$ cat src/design/rtcsp_pkg.sv
package rtcsp_pkg;
    localparam int          RTCSP_BYTE_BITS   = 8;
    localparam int          RTCSP_ADDR_BITS   = 4;
    localparam int          RTCSP_DIR_BIT     = 7;
    localparam int          RTCSP_SUB_MSB     = 6;
    localparam int          RTCSP_SUB_LSB     = 4;
    localparam logic [2:0]  RTCSP_SUB_CODE    = 3'h1;
    localparam logic        RTCSP_DIR_WRITE   = 1'b0;
    localparam logic        RTCSP_DIR_READ    = 1'b1;
    localparam longint      RTCSP_SYS_HZ      = 125000000;
    localparam int          RTCSP_WDOG_MIN_S  = 1;
    localparam int          RTCSP_WDOG_MAX_S  = 2;
    localparam longint      RTCSP_WDOG_CYC    = RTCSP_SYS_HZ * RTCSP_WDOG_MIN_S + 1;
    localparam int          RTCSP_HOST_DIV    = 8;

    typedef enum logic [1:0]
    {
        RTCSP_ST_CMD    = 2'b00,
        RTCSP_ST_DATA   = 2'b01,
        RTCSP_ST_IGNORE = 2'b11,
        RTCSP_ST_LOCKED = 2'b10
    } rtcsp_state_t;
endpackage

$ cat src/design/rtcsp_if.sv
`timescale 1ns/1ns
`default_nettype none
interface rtcsp_if;
    logic select;
    logic sclk;
    logic serial_in;
    logic serial_out;
    logic serial_out_oe;
    modport device (input select, input sclk, input serial_in, output serial_out, output serial_out_oe);
    modport host   (output select, output sclk, output serial_in, input serial_out, input serial_out_oe);
endinterface
`default_nettype wire

$ cat src/design/rtcsp_device.sv
// How it works
// Select low resets the serial logic
// Eight-bit units, most significant bit first
// Input sampled on rising serial clock
// Output changes on falling edge, else released
// Sampled bits move inward on falling edge
// First byte command, rest are data
// Command bit 7: zero write, one read
// Subaddress must be 001, else ignore
// Low four bits give start register
// Address increments per byte, wraps to zero
// Time counting frozen while access active
// Stuck interface cleared after one second
// Watchdog fires between one and two seconds
// Each timeout loses one second of time
// After timeout wait for select low
// Host must lower select after transfer
// Watchdog starts at valid subaddress, select clears
`timescale 1ns/1ns
`default_nettype none
module rtcsp_device
    import rtcsp_pkg::*;
#(
    parameter longint WDOG_CYCLES = RTCSP_WDOG_CYC
)
(
    // Clock and reset
    input  wire logic                       sys_clk,
    input  wire logic                       rst_n,
    // Serial link
    rtcsp_if.device                         link,
    // Register side
    output logic [RTCSP_ADDR_BITS-1:0]      reg_addr,
    output logic [RTCSP_BYTE_BITS-1:0]      reg_wdata,
    output logic                            reg_write,
    output logic                            reg_read,
    input  wire logic [RTCSP_BYTE_BITS-1:0] reg_rdata,
    // Time keeping side
    output logic                            time_freeze,
    output logic                            time_lose_second
);
    localparam int BCW = $clog2(RTCSP_BYTE_BITS);
    localparam int WDW = $clog2(WDOG_CYCLES + 1);

    logic [1:0]                 sel_sync_reg;
    logic [2:0]                 clk_sync_reg;
    logic [1:0]                 din_sync_reg;
    logic                       sel;
    logic                       rise;
    logic                       fall;
    logic                       bit_in_reg;
    logic                       bit_pending_reg;
    logic [RTCSP_BYTE_BITS-1:0] shift_reg;
    logic [BCW-1:0]             count_reg;
    logic [RTCSP_BYTE_BITS-1:0] byte_next;
    logic                       byte_done;
    rtcsp_state_t               state_reg;
    logic                       dir_reg;
    logic [RTCSP_BYTE_BITS-1:0] tx_reg;
    logic                       drive_reg;
    logic [WDW-1:0]             wdog_reg;
    logic                       wdog_run_reg;
    logic                       wdog_fire;

    // Pins pass two flops; third stage only for edge detect
    always_ff @(posedge sys_clk or negedge rst_n)
    begin
        if (!rst_n)
        begin
            sel_sync_reg <= 2'h0;
            clk_sync_reg <= 3'h0;
            din_sync_reg <= 2'h0;
        end
        else
        begin
            sel_sync_reg <= {sel_sync_reg[0], link.select};
            clk_sync_reg <= {clk_sync_reg[1:0], link.sclk};
            din_sync_reg <= {din_sync_reg[0], link.serial_in};
        end
    end

    assign sel  = sel_sync_reg[1];
    assign rise = sel && clk_sync_reg[1] && !clk_sync_reg[2];
    assign fall = sel && !clk_sync_reg[1] && clk_sync_reg[2];

    // Capture on rising edge
    always_ff @(posedge sys_clk or negedge rst_n)
    begin
        if (!rst_n)
        begin
            bit_in_reg      <= 1'b0;
            bit_pending_reg <= 1'b0;
        end
        else if (!sel)
        begin
            bit_pending_reg <= 1'b0;
        end
        else if (rise)
        begin
            bit_in_reg      <= din_sync_reg[1];
            bit_pending_reg <= 1'b1;
        end
        else if (fall)
        begin
            bit_pending_reg <= 1'b0;
        end
    end

    assign byte_next = {shift_reg[RTCSP_BYTE_BITS-2:0], bit_in_reg};
    assign byte_done = fall && bit_pending_reg && (count_reg == BCW'(RTCSP_BYTE_BITS - 1));

    // Shift in on falling edge
    always_ff @(posedge sys_clk or negedge rst_n)
    begin
        if (!rst_n)
        begin
            shift_reg <= '0;
            count_reg <= '0;
        end
        else if (!sel)
        begin
            shift_reg <= '0;
            count_reg <= '0;
        end
        else if (fall && bit_pending_reg)
        begin
            shift_reg <= byte_next;
            count_reg <= count_reg + BCW'(1);
        end
    end

    // Command and data sequencing
    always_ff @(posedge sys_clk or negedge rst_n)
    begin
        if (!rst_n)
        begin
            state_reg <= RTCSP_ST_CMD;
            dir_reg   <= RTCSP_DIR_WRITE;
            reg_addr  <= '0;
        end
        else if (!sel)
        begin
            state_reg <= RTCSP_ST_CMD;
        end
        else if (wdog_fire)
        begin
            state_reg <= RTCSP_ST_LOCKED;
        end
        else if (byte_done)
        begin
            case (state_reg)
                RTCSP_ST_CMD:
                begin
                    dir_reg  <= byte_next[RTCSP_DIR_BIT];
                    reg_addr <= byte_next[RTCSP_ADDR_BITS-1:0];
                    if (byte_next[RTCSP_SUB_MSB:RTCSP_SUB_LSB] == RTCSP_SUB_CODE)
                        state_reg <= RTCSP_ST_DATA;
                    else
                        state_reg <= RTCSP_ST_IGNORE;
                end
                RTCSP_ST_DATA:
                    reg_addr <= reg_addr + RTCSP_ADDR_BITS'(dir_reg == RTCSP_DIR_READ);
                RTCSP_ST_IGNORE:
                    state_reg <= RTCSP_ST_IGNORE;
                RTCSP_ST_LOCKED:
                    state_reg <= RTCSP_ST_LOCKED;
                default:
                    state_reg <= RTCSP_ST_CMD;
            endcase
        end
        else if (reg_write)
            reg_addr <= reg_addr + RTCSP_ADDR_BITS'(1);
    end

    // Register strobes
    always_ff @(posedge sys_clk or negedge rst_n)
    begin
        if (!rst_n)
        begin
            reg_wdata <= '0;
            reg_write <= 1'b0;
        end
        else
        begin
            reg_write <= byte_done && (state_reg == RTCSP_ST_DATA) && (dir_reg == RTCSP_DIR_WRITE) && !wdog_fire;
            if (byte_done)
                reg_wdata <= byte_next;
        end
    end

    assign reg_read = (state_reg == RTCSP_ST_DATA) && (dir_reg == RTCSP_DIR_READ) && (count_reg == '0)
                      && !drive_reg;

    // Read data out on falling edges
    always_ff @(posedge sys_clk or negedge rst_n)
    begin
        if (!rst_n)
        begin
            tx_reg    <= '0;
            drive_reg <= 1'b0;
        end
        else if (!sel || state_reg != RTCSP_ST_DATA || dir_reg != RTCSP_DIR_READ || wdog_fire)
        begin
            drive_reg <= 1'b0;
        end
        else if (reg_read)
        begin
            tx_reg    <= reg_rdata;
            drive_reg <= 1'b1;
        end
        else if (byte_done)
        begin
            drive_reg <= 1'b0;
        end
        else if (fall && bit_pending_reg)
        begin
            tx_reg <= {tx_reg[RTCSP_BYTE_BITS-2:0], 1'b0};
        end
    end

    assign link.serial_out    = tx_reg[RTCSP_BYTE_BITS-1];
    assign link.serial_out_oe = drive_reg;

    // Watchdog counter
    always_ff @(posedge sys_clk or negedge rst_n)
    begin
        if (!rst_n)
        begin
            wdog_reg     <= '0;
            wdog_run_reg <= 1'b0;
        end
        else if (!sel || wdog_fire)
        begin
            wdog_reg     <= '0;
            wdog_run_reg <= 1'b0;
        end
        else if (byte_done && state_reg == RTCSP_ST_CMD
                 && byte_next[RTCSP_SUB_MSB:RTCSP_SUB_LSB] == RTCSP_SUB_CODE)
        begin
            wdog_run_reg <= 1'b1;
        end
        else if (wdog_run_reg)
        begin
            wdog_reg <= wdog_reg + WDW'(1);
        end
    end

    assign wdog_fire = wdog_run_reg && (wdog_reg == WDW'(WDOG_CYCLES - 1));

    // Freeze time while a valid access runs
    always_ff @(posedge sys_clk or negedge rst_n)
    begin
        if (!rst_n)
        begin
            time_freeze      <= 1'b0;
            time_lose_second <= 1'b0;
        end
        else
        begin
            time_freeze      <= sel && state_reg == RTCSP_ST_DATA && !wdog_fire;
            time_lose_second <= wdog_fire;
        end
    end
endmodule // rtcsp_device
`default_nettype wire

$ cat src/flat_wrapper.sv
// flat-port wrapper written by rule: the top's interface ports become plain ports
module rtcsp_device_flat import rtcsp_pkg::*;
#(
    parameter longint WDOG_CYCLES = RTCSP_WDOG_CYC
)
  (sys_clk, rst_n, reg_addr, reg_wdata, reg_write, reg_read, reg_rdata, time_freeze, time_lose_second, link_select, link_sclk, link_serial_in, link_serial_out, link_serial_out_oe);
  rtcsp_if link_i ();
  input  wire logic sys_clk;
  input  wire logic rst_n;
  output logic [RTCSP_ADDR_BITS-1:0] reg_addr;
  output logic [RTCSP_BYTE_BITS-1:0] reg_wdata;
  output logic reg_write;
  output logic reg_read;
  input  wire logic [RTCSP_BYTE_BITS-1:0] reg_rdata;
  output logic time_freeze;
  output logic time_lose_second;
  input wire logic [$bits(link_i.select)-1:0] link_select;
  input wire logic [$bits(link_i.sclk)-1:0] link_sclk;
  input wire logic [$bits(link_i.serial_in)-1:0] link_serial_in;
  output wire logic [$bits(link_i.serial_out)-1:0] link_serial_out;
  output wire logic [$bits(link_i.serial_out_oe)-1:0] link_serial_out_oe;
  assign link_i.select = link_select;
  assign link_i.sclk = link_sclk;
  assign link_i.serial_in = link_serial_in;
  assign link_serial_out = link_i.serial_out;
  assign link_serial_out_oe = link_i.serial_out_oe;
  rtcsp_device #(.WDOG_CYCLES(WDOG_CYCLES)) u_core (.sys_clk(sys_clk), .rst_n(rst_n), .link(link_i), .reg_addr(reg_addr), .reg_wdata(reg_wdata), .reg_write(reg_write), .reg_read(reg_read), .reg_rdata(reg_rdata), .time_freeze(time_freeze), .time_lose_second(time_lose_second));
endmodule
$ cat config.mk
export PLATFORM = sky130hd
export DESIGN_NAME = rtcsp_device_flat
export DESIGN_NICKNAME = d
export VERILOG_FILES = /design/src/design/rtcsp_pkg.sv /design/src/design/rtcsp_if.sv /design/src/design/rtcsp_device.sv /design/src/flat_wrapper.sv
export SDC_FILE = /design/constraint.sdc
export NUM_CORES = 1
export LEC_CHECK = 0
export BUFFER_PORTS_ARGS = -buffer_cell sky130_fd_sc_hd__buf_2
export CAP_MARGIN = 10
export CORE_MARGIN = 1.5
export CORE_UTILIZATION = 54
export DETAILED_ROUTE_END_ITERATION = 6
export PLACE_DENSITY = 0.75
export SLEW_MARGIN = 20
export SYNTH_ARGS = -nofsm -noshare
export SYNTH_HDL_FRONTEND = slang
export SYNTH_SLANG_ARGS = --single-unit
$ cat constraint.sdc
create_clock -name sys_clk -period 2.05 [get_ports sys_clk]
set_input_delay 0.615 -clock sys_clk [delete_from_list [all_inputs] [get_ports sys_clk]]
set_output_delay 0.615 -clock sys_clk [all_outputs]
set_load 0.05 [all_outputs]
==> results.py, run 1 <==
metrics = {
    "sta": {
        "slew_headroom_pct": 75.0,
        "setup_ws_ns": -0.0690,
        "finalMaxSlewViolations": 0,
        "layout_min_cycle_time_ns": 2.12,
        "fin_crit_sh_pct": 103,
        "final-hold-violation-count": 0,
        "rsz0062_at_grt": "true",
        "fin_worst_skew_ns": 0.00771,
        "finalSetupTns_ns": -0.0690,
        "fmax_ghz": 0.472,
        "setup_viol": 1,
        "worstMarginPinSlew_ns": 0.375,
        "whs_ns": 0.170,
    },
    "cells_and_area": {
        "final_util_pct": 68.0,
        "largest_register_ffs": 27,
        "area_growth_pct": 20.0,
        "final_nets": 458,
        "antenna_cells": 0,
        "drive_above_1_share_pct": 23.6,
    },
    "place": {
        "hpwl_mm": 5.13,
        "place.gp.congestion": 0.803,
        "portBuffers": 30,
    },
    "setup_path": {
        "cp-end-kind": "primary output",
        "crit_type": "reg2out",
        "cp.required_ns": 1.43,
        "reg2regPathDepth": 7,
        "startpoint_type": "register",
        "rrSetupSlack_ns": 0.07,
        "crit_start": "u_core.state_reg[1]$_DFFE_PN0P_",
        "worstPathMaxFanout": 3,
        "r2r-start": "u_core.count_reg[0]$_DFFE_PN0P_",
        "critPathCapture": "reg_read",
        "critPathArrivalTime_ns": 1.50,
        "r2r_end": "u_core.wdog_reg[21]$_DFFE_PN0P_",
    },
    "clock_tree": {
        "clock_path_buffers": 2,
        "insertion_delay_ns": 0.35,
        "cts_tree": "done",
        "clock-sinks": 74,
        "root_buffer": "clkbuf_8",
        "clk_pin_slew_ns": 0.08,
        "cts_hold_buf": 0,
        "cts_made_buffers": 9,
        "htreeDepth": 3,
    },
    "logic_synthesis": {
        "syn_inst": 372,
        "synth-seq-area-share_pct": 50.6,
        "synth_compound_area_share_pct": 10.7,
        "avgSynthCellArea_um2": 9.83,
        "syn-num-nets": 397,
        "ys.warnings.count": 0,
        "synth.cell_area_um2": 3660,
        "ys_ff_latch": 74,
        "yosysTopAreaCell": "dfrtp_1",
        "synth_top_area_share_pct": 50.6,
        "synth_xor_area_share_pct": 5.03,
        "ys_types": 50,
        "synth_mux_area_share_pct": 3.39,
        "synthSimpleGateAreaFrac_pct": 22.1,
        "ys.flop_type": "dfrtp_1",
        "synthTopCellsByArea": "dfrtp_1 (51%), nand2_1 (6.1%), o21ai_0 (4.2%)",
        "synth_edf_count": 0,
        "synth_top_family_by_area": "simple AND/OR/NAND/NOR gates",
        "async_flop_share_pct": 100,
        "synth-adder-area-share_pct": 4.38,
    },
    "detailed_routing": {
        "vias": 2850,
        "drc": 4,
        "initialDrtViolationCount": 141,
        "viasPerCell": 5.54,
        "wl_per_cell_um": 14.4,
        "wl_mm": 7.39,
        "drt_pass1_iterations": 6,
        "ant_nets": 0,
    },
    "power_and_ir_drop": {
        "p_int_mw": 2.09,
        "power.switching_uw": 592,
        "p_clk_share_pct": 41.3,
        "power.density_nw_per_um2": 611,
        "seq_power_share_pct": 55.2,
        "combPwrFrac_pct": 3.5,
        "leakage_nw": 2.01,
        "p_total_mw": 2.68,
        "vdd_drop_max_v": 0.000397,
        "p_sw_share_pct": 22.1,
    },
    "floorplan": {
        "core_um2": 6460,
        "dieArea_um2": 7280,
        "rows": 29,
        "io_pins": 31,
        "initial_core_util_pct": 56.6,
        "die_h_um": 85.3,
        "die_w_um": 85.3,
    },
    "flow_run": {
        "cap_violations": 0,
    },
    "global_routing": {
        "grt.total_usage_pct": 22.3,
        "antenna_found_initial": 0,
        "grt_max_degree": 48,
        "grt_pass1_wl_mm": 12.7,
        "grt_remaining_overflow": 0,
        "grt_pass1_vias": 2729,
    },
    "status": {
        "outcome": "finished with violations",
        "violations": "DRC, setup timing",
    },
    "hold_path": {
        "hold_path_class": "in2async",
    },
}
==> Yosys cell counts (2+ instances only) <==
library cell,n
buf_2,12
and4b_1,2
nand3_1,12
nand4_1,16
nor3_1,4
a31o_2,2
mux2_1,2
nor2_1,31
a21oi_1,13
clkbuf_1,5
xor2_1,16
or4_1,2
and3_1,4
nand2_1,59
o22a_1,2
and2_1,6
xnor2_1,5
dfrtp_1,74
a2bb2oi_1,2
o21ai_0,31
o31ai_1,2
mux2i_1,9
or3_1,4
and4_1,5
inv_1,14
nor4b_1,3
ha_1,12
==> how the worst min path moves through the flow <==
stage          slack (ns)                             start  depth (start not counted)                               end
3_5_place_dp         0.33  u_core.sel_sync_reg[0]$_DFF_PN0_                          0  u_core.sel_sync_reg[1]$_DFF_PN0_
6_report             0.17                             rst_n                          1   u_core.reg_wdata[3]$_DFFE_PN0P_
5_1_grt              0.19                             rst_n                          1   u_core.reg_wdata[3]$_DFFE_PN0P_
2_1_floorplan        0.32                             rst_n                          0     u_core.bit_in_reg$_DFFE_PN0P_
3_3_place_gp         0.33  u_core.din_sync_reg[0]$_DFF_PN0_                          0  u_core.din_sync_reg[1]$_DFF_PN0_
4_1_cts              0.18                             rst_n                          1   u_core.reg_wdata[3]$_DFFE_PN0P_
==> routing by layer <==
layer / routed length (um) / global-route usage (%)
met3: 237 / 4.09
met2: 3480 / 35.3
met4: 126 / 9.53
met1: 3550 / 30.4
met5: 0 / 0
==> kinds of logic (layout without fill, tap and decap cells) <==
family | Yosys count | after routing
AO/OA/AOI/OAI | 63 | 63
XOR/XNOR | 21 | 21
adder cells (fa/ha/maj) | 13 | 13
buffers and inverters | 32 | 97
flip-flops | 74 | 74
multiplexers | 12 | 12
AND/OR/NAND/NOR | 157 | 157
==> final cells by class <==
| type | count | area (um^2) |
|---|---|---|
| Fill cell | 496 | 2070 |
| Clock buffer | 12 | 145 |
| Inverter | 14 | 52.6 |
| Clock inverter | 3 | 40.0 |
| Tap cell | 77 | 96.3 |
| Timing Repair Buffer | 68 | 460 |
| Multi-Input combinational cell | 266 | 1740 |
| Sequential cell | 74 | 1850 |
==> power groups by stage <==
stage | logic, mW | registers (mW) | clock network, mW
after floorplan | 0.0311 | 1.51 | 0
after global placement | 0.0883 | 1.51 | 0
after detailed placement | 0.0902 | 1.51 | 0
after CTS | 0.0926 | 1.48 | 1.13
after global routing | 0.106 | 1.48 | 1.19
final | 0.0928 | 1.48 | 1.11
==> stage by stage <==
stage | instance area (um^2) | cells | setup slack [ns]
2_1_floorplan | 3670 | 372 | 0.0197
3_3_place_gp | 4020 | 485 | 0.0557
3_5_place_dp | 4020 | 485 | -0.00447
4_1_cts | 4280 | 505 | -0.0707
5_1_grt | 4390 | 514 | -0.126
6_report | 4390 | 514 | -0.0690
==> cell usage in the layout (no fill, tap or decap), types with 3 or more instances in the layout <==
| cell | count |
|---|---|
| a21oi_2 | 3 |
| nand3_1 | 12 |
| buf_4 | 37 |
| and4_1 | 5 |
| nand2_1 | 58 |
| xnor2_1 | 5 |
| and3_1 | 4 |
| dfrtp_1 | 73 |
| clkbuf_8 | 10 |
| xor2_1 | 16 |
| buf_2 | 28 |
| a21oi_1 | 11 |
| o21ai_0 | 30 |
| mux2i_1 | 9 |
| and2_1 | 6 |
| ha_1 | 9 |
| nand4_1 | 16 |
| inv_1 | 13 |
| nor3_1 | 4 |
| nor2_1 | 31 |
| or3_1 | 4 |
==> critical path: stages (launching register included) <==
cell and delay [ns]:
dfrtp_1 0.40, inv_2 0.08, ha_4 0.14, nand2_4 0.06, nor4b_4 0.28, buf_6 0.20
==> timing repair <==
action	in CTS	in global routing
pin swaps	1	5
hold endpoints to repair	0	0
setup endpoints to repair	2	41
buffers inserted	5	9
gates resized for setup	10	11
No activity file was read; power rests on OpenSTA's default activity.
==> run 2: changes to the inputs <==
--- a/config.mk
+++ b/config.mk
@@ -8,9 +8,9 @@
 export BUFFER_PORTS_ARGS = -buffer_cell sky130_fd_sc_hd__buf_2
 export CAP_MARGIN = 10
 export CORE_MARGIN = 1.5
-export CORE_UTILIZATION = 54
+export CORE_UTILIZATION = 52
 export DETAILED_ROUTE_END_ITERATION = 6
-export PLACE_DENSITY = 0.75
+export PLACE_DENSITY = 0.73
 export SLEW_MARGIN = 20
 export SYNTH_ARGS = -nofsm -noshare
 export SYNTH_HDL_FRONTEND = slang
==> run 2 against run 1 <==
  * The run ends with setup timing left
  * Combinational power shrank 4.0%
  * Sequential power is essentially flat
  * Fmax grew 0.92%
==> results.py, run 2 (synthesis results as in run 1) <==
metrics = {
    "setup_path": {
        "crit_type": "reg2out",
        "cp.required_ns": 1.43,
        "cp-end-kind": "primary output",
        "critPathArrivalTime_ns": 1.48,
        "startpoint_type": "register",
        "worstPathMaxFanout": 3,
    },
    "floorplan": {
        "io_pins": 31,
        "rows": 30,
        "die_h_um": 86.9,
        "initial_core_util_pct": 53.8,
        "dieArea_um2": 7550,
        "die_w_um": 86.9,
        "core_um2": 6790,
    },
    "global_routing": {
        "grt_pass1_vias": 2678,
        "busiest_layer": "met2",
        "antenna_found_initial": 0,
        "gr-usage-met2_pct": 33.5,
        "use_met3_pct": 4.36,
        "grt.total_usage_pct": 21.2,
        "grt_remaining_overflow": 0,
        "grt_max_degree": 75,
        "grtUsageMet1_pct": 29.7,
        "grt_pass1_wl_mm": 12.5,
    },
    "clock_tree": {
        "cts_made_buffers": 9,
        "clock-sinks": 74,
        "insertion_delay_ns": 0.35,
        "root_buffer": "clkbuf_8",
        "cts_tree": "done",
        "clock_path_buffers": 2,
        "clk_pin_slew_ns": 0.08,
        "htreeDepth": 3,
    },
    "sta": {
        "finalMaxSlewViolations": 0,
        "worstMarginPinSlew_ns": 0.393,
        "rsz0062_at_grt": "true",
        "setup_viol": 1,
        "slew_headroom_pct": 73.8,
        "fin_crit_sh_pct": 102,
        "setup_ws_ns": -0.0497,
        "layout_min_cycle_time_ns": 2.10,
        "final-hold-violation-count": 0,
        "finalSetupTns_ns": -0.0497,
        "fin_worst_skew_ns": 0.00865,
        "fmax_ghz": 0.476,
        "whs_ns": 0.279,
    },
    "cells_and_area": {
        "antenna_cells": 0,
        "num-fill-cells": 559,
        "drive_above_1_share_pct": 22.1,
        "multi_input_area_um2": 1730,
        "stdcell_count": 526,
        "final_util_pct": 64.9,
        "area_growth_pct": 20.5,
        "register_area_um2": 1850,
        "final_nets": 450,
        "largest_register_ffs": 27,
        "most-common-layout-cells": "dfrtp_1 (73), nand2_1 (58), nor2_1 (31), o21ai_0 (31)",
        "final_common_cell": "dfrtp_1",
    },
    "flow_run": {
        "cap_violations": 0,
    },
    "detailed_routing": {
        "wl_per_cell_um": 14.0,
        "vias": 2891,
        "drc": 0,
        "wl_mm": 7.39,
        "viasPerCell": 5.50,
        "initialDrtViolationCount": 159,
        "drt_pass1_iterations": 5,
        "ant_nets": 0,
    },
    "status": {
        "violations": "setup timing",
        "outcome": "finished with violations",
    },
    "hold_path": {
        "hold_path_class": "in2async",
    },
    "place": {
        "place.gp.congestion": 0.862,
        "portBuffers": 30,
        "dp_cells": 504,
        "hpwl_mm": 5.12,
        "pre_cts_ws_ns": 0.00323,
    },
    "power_and_ir_drop": {
        "power.density_nw_per_um2": 677,
        "leakage_nw": 2.00,
        "vdd_drop_max_v": 0.000396,
    },
}
-- run 2: cell types whose count changed in the layout (fill, tap and decap cells not counted), moves of 2 or more --
cell       previous run  this run
a21oi_1              11        13
a21oi_2               3         1
buf_4                37        29
bufinv_16             1         3
clkinv_2              2         0
-- run 2: final cells by class --
type,instances,share of cell area [%]
Clock buffer,12,3.52
Clock inverter,4,2.21
Inverter,14,1.19
Multi-Input combinational cell,266,39.4
Sequential cell,74,42.1
Tap cell,96,2.73
Timing Repair Buffer,60,8.94
-- run 2: where the power goes --
group / total, mW / internal [mW] / switching [mW] / leakage, nW
sequential: 1.48 / 1.47 / 0.0107 / 0.977
clock: 1.41 / 0.876 / 0.536 / 0.123
combinational: 0.0891 / 0.0308 / 0.0583 / 0.896
-- run 2: stage by stage --
step	area (um^2)	power [mW]
floorplan	3670	1.54
global placement	4040	1.60
detailed placement	4040	1.60
CTS	4350	3.01
global route	4410	3.08
finish	4410	2.98
-- run 2: timing repair --
action / in CTS / in global routing
endpoints found under the hold margin: 0 / 0
setup endpoints to repair: 2 / 31
hold buffers: 0 / 0
gates resized for setup: 9 / 7
setup buffers: 2 / 4
pin swaps: 1 / 4
-- run 2: metal layers --
layer	vias up	wire length (um)
met5	-	0
met4	0	76
met3	8	323
met2	71	3490
met1	1406	3500
li1	1406	-
-- run 2: path summary, 6_finish.rpt --
check,from,endpoint,slack (ns),cells after the start
worst min register to register,u_core.clk_sync_reg[0]$_DFF_PN0_,u_core.clk_sync_reg[1]$_DFF_PN0_,0.35,0
max in group asynchronous,rst_n,u_core.state_reg[0]$_DFFE_PN0P_,1.42,2
worst max-delay path,u_core.state_reg[1]$_DFFE_PN0P_,reg_read,-0.05,5
min in group sys_clk,u_core.clk_sync_reg[0]$_DFF_PN0_,u_core.clk_sync_reg[1]$_DFF_PN0_,0.35,0
worst min-delay path,rst_n,u_core.reg_wdata[7]$_DFFE_PN0P_,0.28,2
worst max register to register,u_core.count_reg[0]$_DFFE_PN0P_,u_core.reg_addr[1]$_DFFE_PN0P_,0.07,6
-- run 2: worst max-delay path, cell delays in order (launching register included) --
cell and delay (ns):
dfrtp_1 0.39, inv_2 0.08, ha_4 0.14, nand2_4 0.06, nor4b_4 0.26, buf_6 0.20
==> run 3: changes to the inputs <==
--- a/config.mk
+++ b/config.mk
@@ -7,7 +7,7 @@
 export LEC_CHECK = 0
 export BUFFER_PORTS_ARGS = -buffer_cell sky130_fd_sc_hd__buf_2
 export CAP_MARGIN = 10
-export CORE_MARGIN = 1.5
+export CORE_ASPECT_RATIO = 0.7
 export CORE_UTILIZATION = 52
 export DETAILED_ROUTE_END_ITERATION = 6
 export PLACE_DENSITY = 0.73
==> run 3 against run 2 <==
  * The run still ends with setup timing left
  * Clock power shrank 28%
  * Clock skew is essentially flat
  * Hold slack worse by 0.053 ns
  * Highest routed layer unchanged
  * Global-route usage grew 2.0 points
  * Sequential share of layout area is 0.93 points higher
  * First-iteration DRC count up 3.8%
  * Combinational power grew 7.2%
  * Wire length is 3.0% higher
  * Power down 13%
  * Utilization shrank 1.3 points
  * Cell area down 2.2%
  * Critical path type unchanged
==> results.py, run 3 (synthesis results as in run 1) <==
metrics = {
    "clock_tree": {
        "clock-sinks": 74,
        "htreeDepth": 3,
        "cts_tree": "done",
        "cts_made_buffers": 9,
        "insertion_delay_ns": 0.35,
        "clk_pin_slew_ns": 0.08,
        "root_buffer": "clkbuf_8",
        "clock_path_buffers": 2,
    },
    "sta": {
        "worstMarginPinSlew_ns": 0.507,
        "final-hold-violation-count": 0,
        "fmax_ghz": 0.466,
        "whs_ns": 0.226,
        "rsz0062_at_grt": "true",
        "fin_crit_sh_pct": 105,
        "layout_min_cycle_time_ns": 2.15,
        "finalMaxSlewViolations": 0,
        "setup_viol": 1,
        "fin_worst_skew_ns": 0.00911,
        "setup_ws_ns": -0.0975,
        "slew_headroom_pct": 66.2,
    },
    "floorplan": {
        "rows": 25,
        "io_pins": 31,
        "initial_core_util_pct": 53.9,
        "core_um2": 6790,
        "die_w_um": 102,
        "dieArea_um2": 7380,
        "die_h_um": 72.2,
    },
    "place": {
        "dp_cells": 503,
        "pre_cts_ws_ns": -0.0482,
        "place.gp.congestion": 0.825,
        "portBuffers": 30,
        "hpwl_mm": 5.37,
        "place_area_um2": 4070,
    },
    "flow_run": {
        "cap_violations": 0,
    },
    "cells_and_area": {
        "multi_input_area_um2": 1720,
        "finalInstanceArea_um2": 4310,
        "drive_above_1_share_pct": 20.0,
        "final_nets": 447,
        "largest_register_ffs": 27,
        "num-fill-cells": 561,
        "final_common_cell": "dfrtp_1",
        "most-common-layout-cells": "dfrtp_1 (73), nand2_1 (58), nor2_1 (31), o21ai_0 (31), buf_2 (29)",
        "antenna_cells": 0,
        "area_growth_pct": 17.9,
        "stdcell_count": 520,
        "register_area_um2": 1850,
    },
    "power_and_ir_drop": {
        "leakage_nw": 1.95,
        "power.density_nw_per_um2": 602,
        "p_clk_share_pct": 39.2,
        "vdd_drop_max_v": 0.000358,
        "seq_power_share_pct": 57.2,
        "power.switching_uw": 588,
        "p_int_mw": 2.01,
        "combPwrFrac_pct": 3.7,
        "p_total_mw": 2.59,
        "p_sw_share_pct": 22.7,
    },
    "detailed_routing": {
        "viasPerCell": 5.53,
        "wl_per_cell_um": 14.6,
        "initialDrtViolationCount": 165,
        "wl_mm": 7.60,
        "ant_nets": 0,
        "drt_pass1_iterations": 4,
        "drc": 0,
        "vias": 2873,
    },
    "status": {
        "outcome": "finished with violations",
        "violations": "setup timing",
    },
    "setup_path": {
        "crit_type": "reg2out",
        "cp.required_ns": 1.43,
        "cp-end-kind": "primary output",
        "worstPathMaxFanout": 3,
        "startpoint_type": "register",
        "critPathArrivalTime_ns": 1.53,
    },
    "global_routing": {
        "antenna_found_initial": 0,
        "grt_pass1_wl_mm": 13.1,
        "grt_pass1_vias": 2757,
        "grt_remaining_overflow": 0,
        "grt.total_usage_pct": 23.2,
        "grt_max_degree": 33,
    },
    "hold_path": {
        "hold_path_class": "in2async",
    },
}
run 3: through the flow:
step | util (%) | setup TNS, ns
floorplan | - | 0
global placement | 60.0 | 0
detailed placement | 60.0 | -0.257
CTS | 63.3 | -0.102
global route | 63.5 | -0.379
finish | 63.5 | -0.0975
run 3: routing by layer:
metal  global-route usage (%)  wire length [um]
met3                     5.68               366
met5                        0                 0
met4                     7.30               100
met2                     35.9              3440
met1                     32.5              3700
run 3: final timing paths:
kind	start	to	slack (ns)	depth (start not counted)
setup / recovery	u_core.state_reg[1]$_DFFE_PN0P_	reg_read	-0.1	5
setup reg to reg	u_core.count_reg[0]$_DFFE_PN0P_	u_core.reg_addr[1]$_DFFE_PN0P_	0.02	6
min in group sys_clk	u_core.sel_sync_reg[0]$_DFF_PN0_	u_core.sel_sync_reg[1]$_DFF_PN0_	0.35	0
max in group asynchronous	rst_n	u_core.state_reg[0]$_DFFE_PN0P_	1.26	2
hold reg to reg	u_core.sel_sync_reg[0]$_DFF_PN0_	u_core.sel_sync_reg[1]$_DFF_PN0_	0.35	0
hold / removal	rst_n	u_core.reg_wdata[1]$_DFFE_PN0P_	0.23	1
run 3: worst max-delay path, stage by stage (launching register included):
cell,delay [ns]
dfrtp_1,0.40
inv_2,0.08
ha_4,0.15
nand2_4,0.07
nor4b_4,0.29
buf_6,0.21
run 3: layout make-up:
type / count / share of cell area [%]
flip-flops and latches: 74 / 43.0
multi-input cells: 266 / 39.8
repair buffers: 57 / 9.29
clock buffers: 13 / 3.69
well taps: 94 / 2.73
inverters: 14 / 1.22
clock inverters: 2 / 0.290
run 3: what timing repair did:
| action | 4_1_cts | 5_1_grt |
|---|---|---|
| setup buffers | 2 | 0 |
| pin swaps | 1 | 0 |
| endpoints found under the setup margin | 9 | 33 |
| gates resized for setup | 9 | 3 |
| hold buffers | 0 | 0 |
run 3: power groups by stage:
| stage | Sequential [mW] | Combinational, mW | Clock (mW) |
|---|---|---|---|
| floorplan | 1.51 | 0.0311 | 0 |
| global route | 1.48 | 0.108 | 1.10 |
| finish | 1.48 | 0.0955 | 1.02 |
| CTS | 1.48 | 0.0969 | 1.05 |
| global placement | 1.51 | 0.0941 | 0 |
| detailed placement | 1.51 | 0.0961 | 0 |
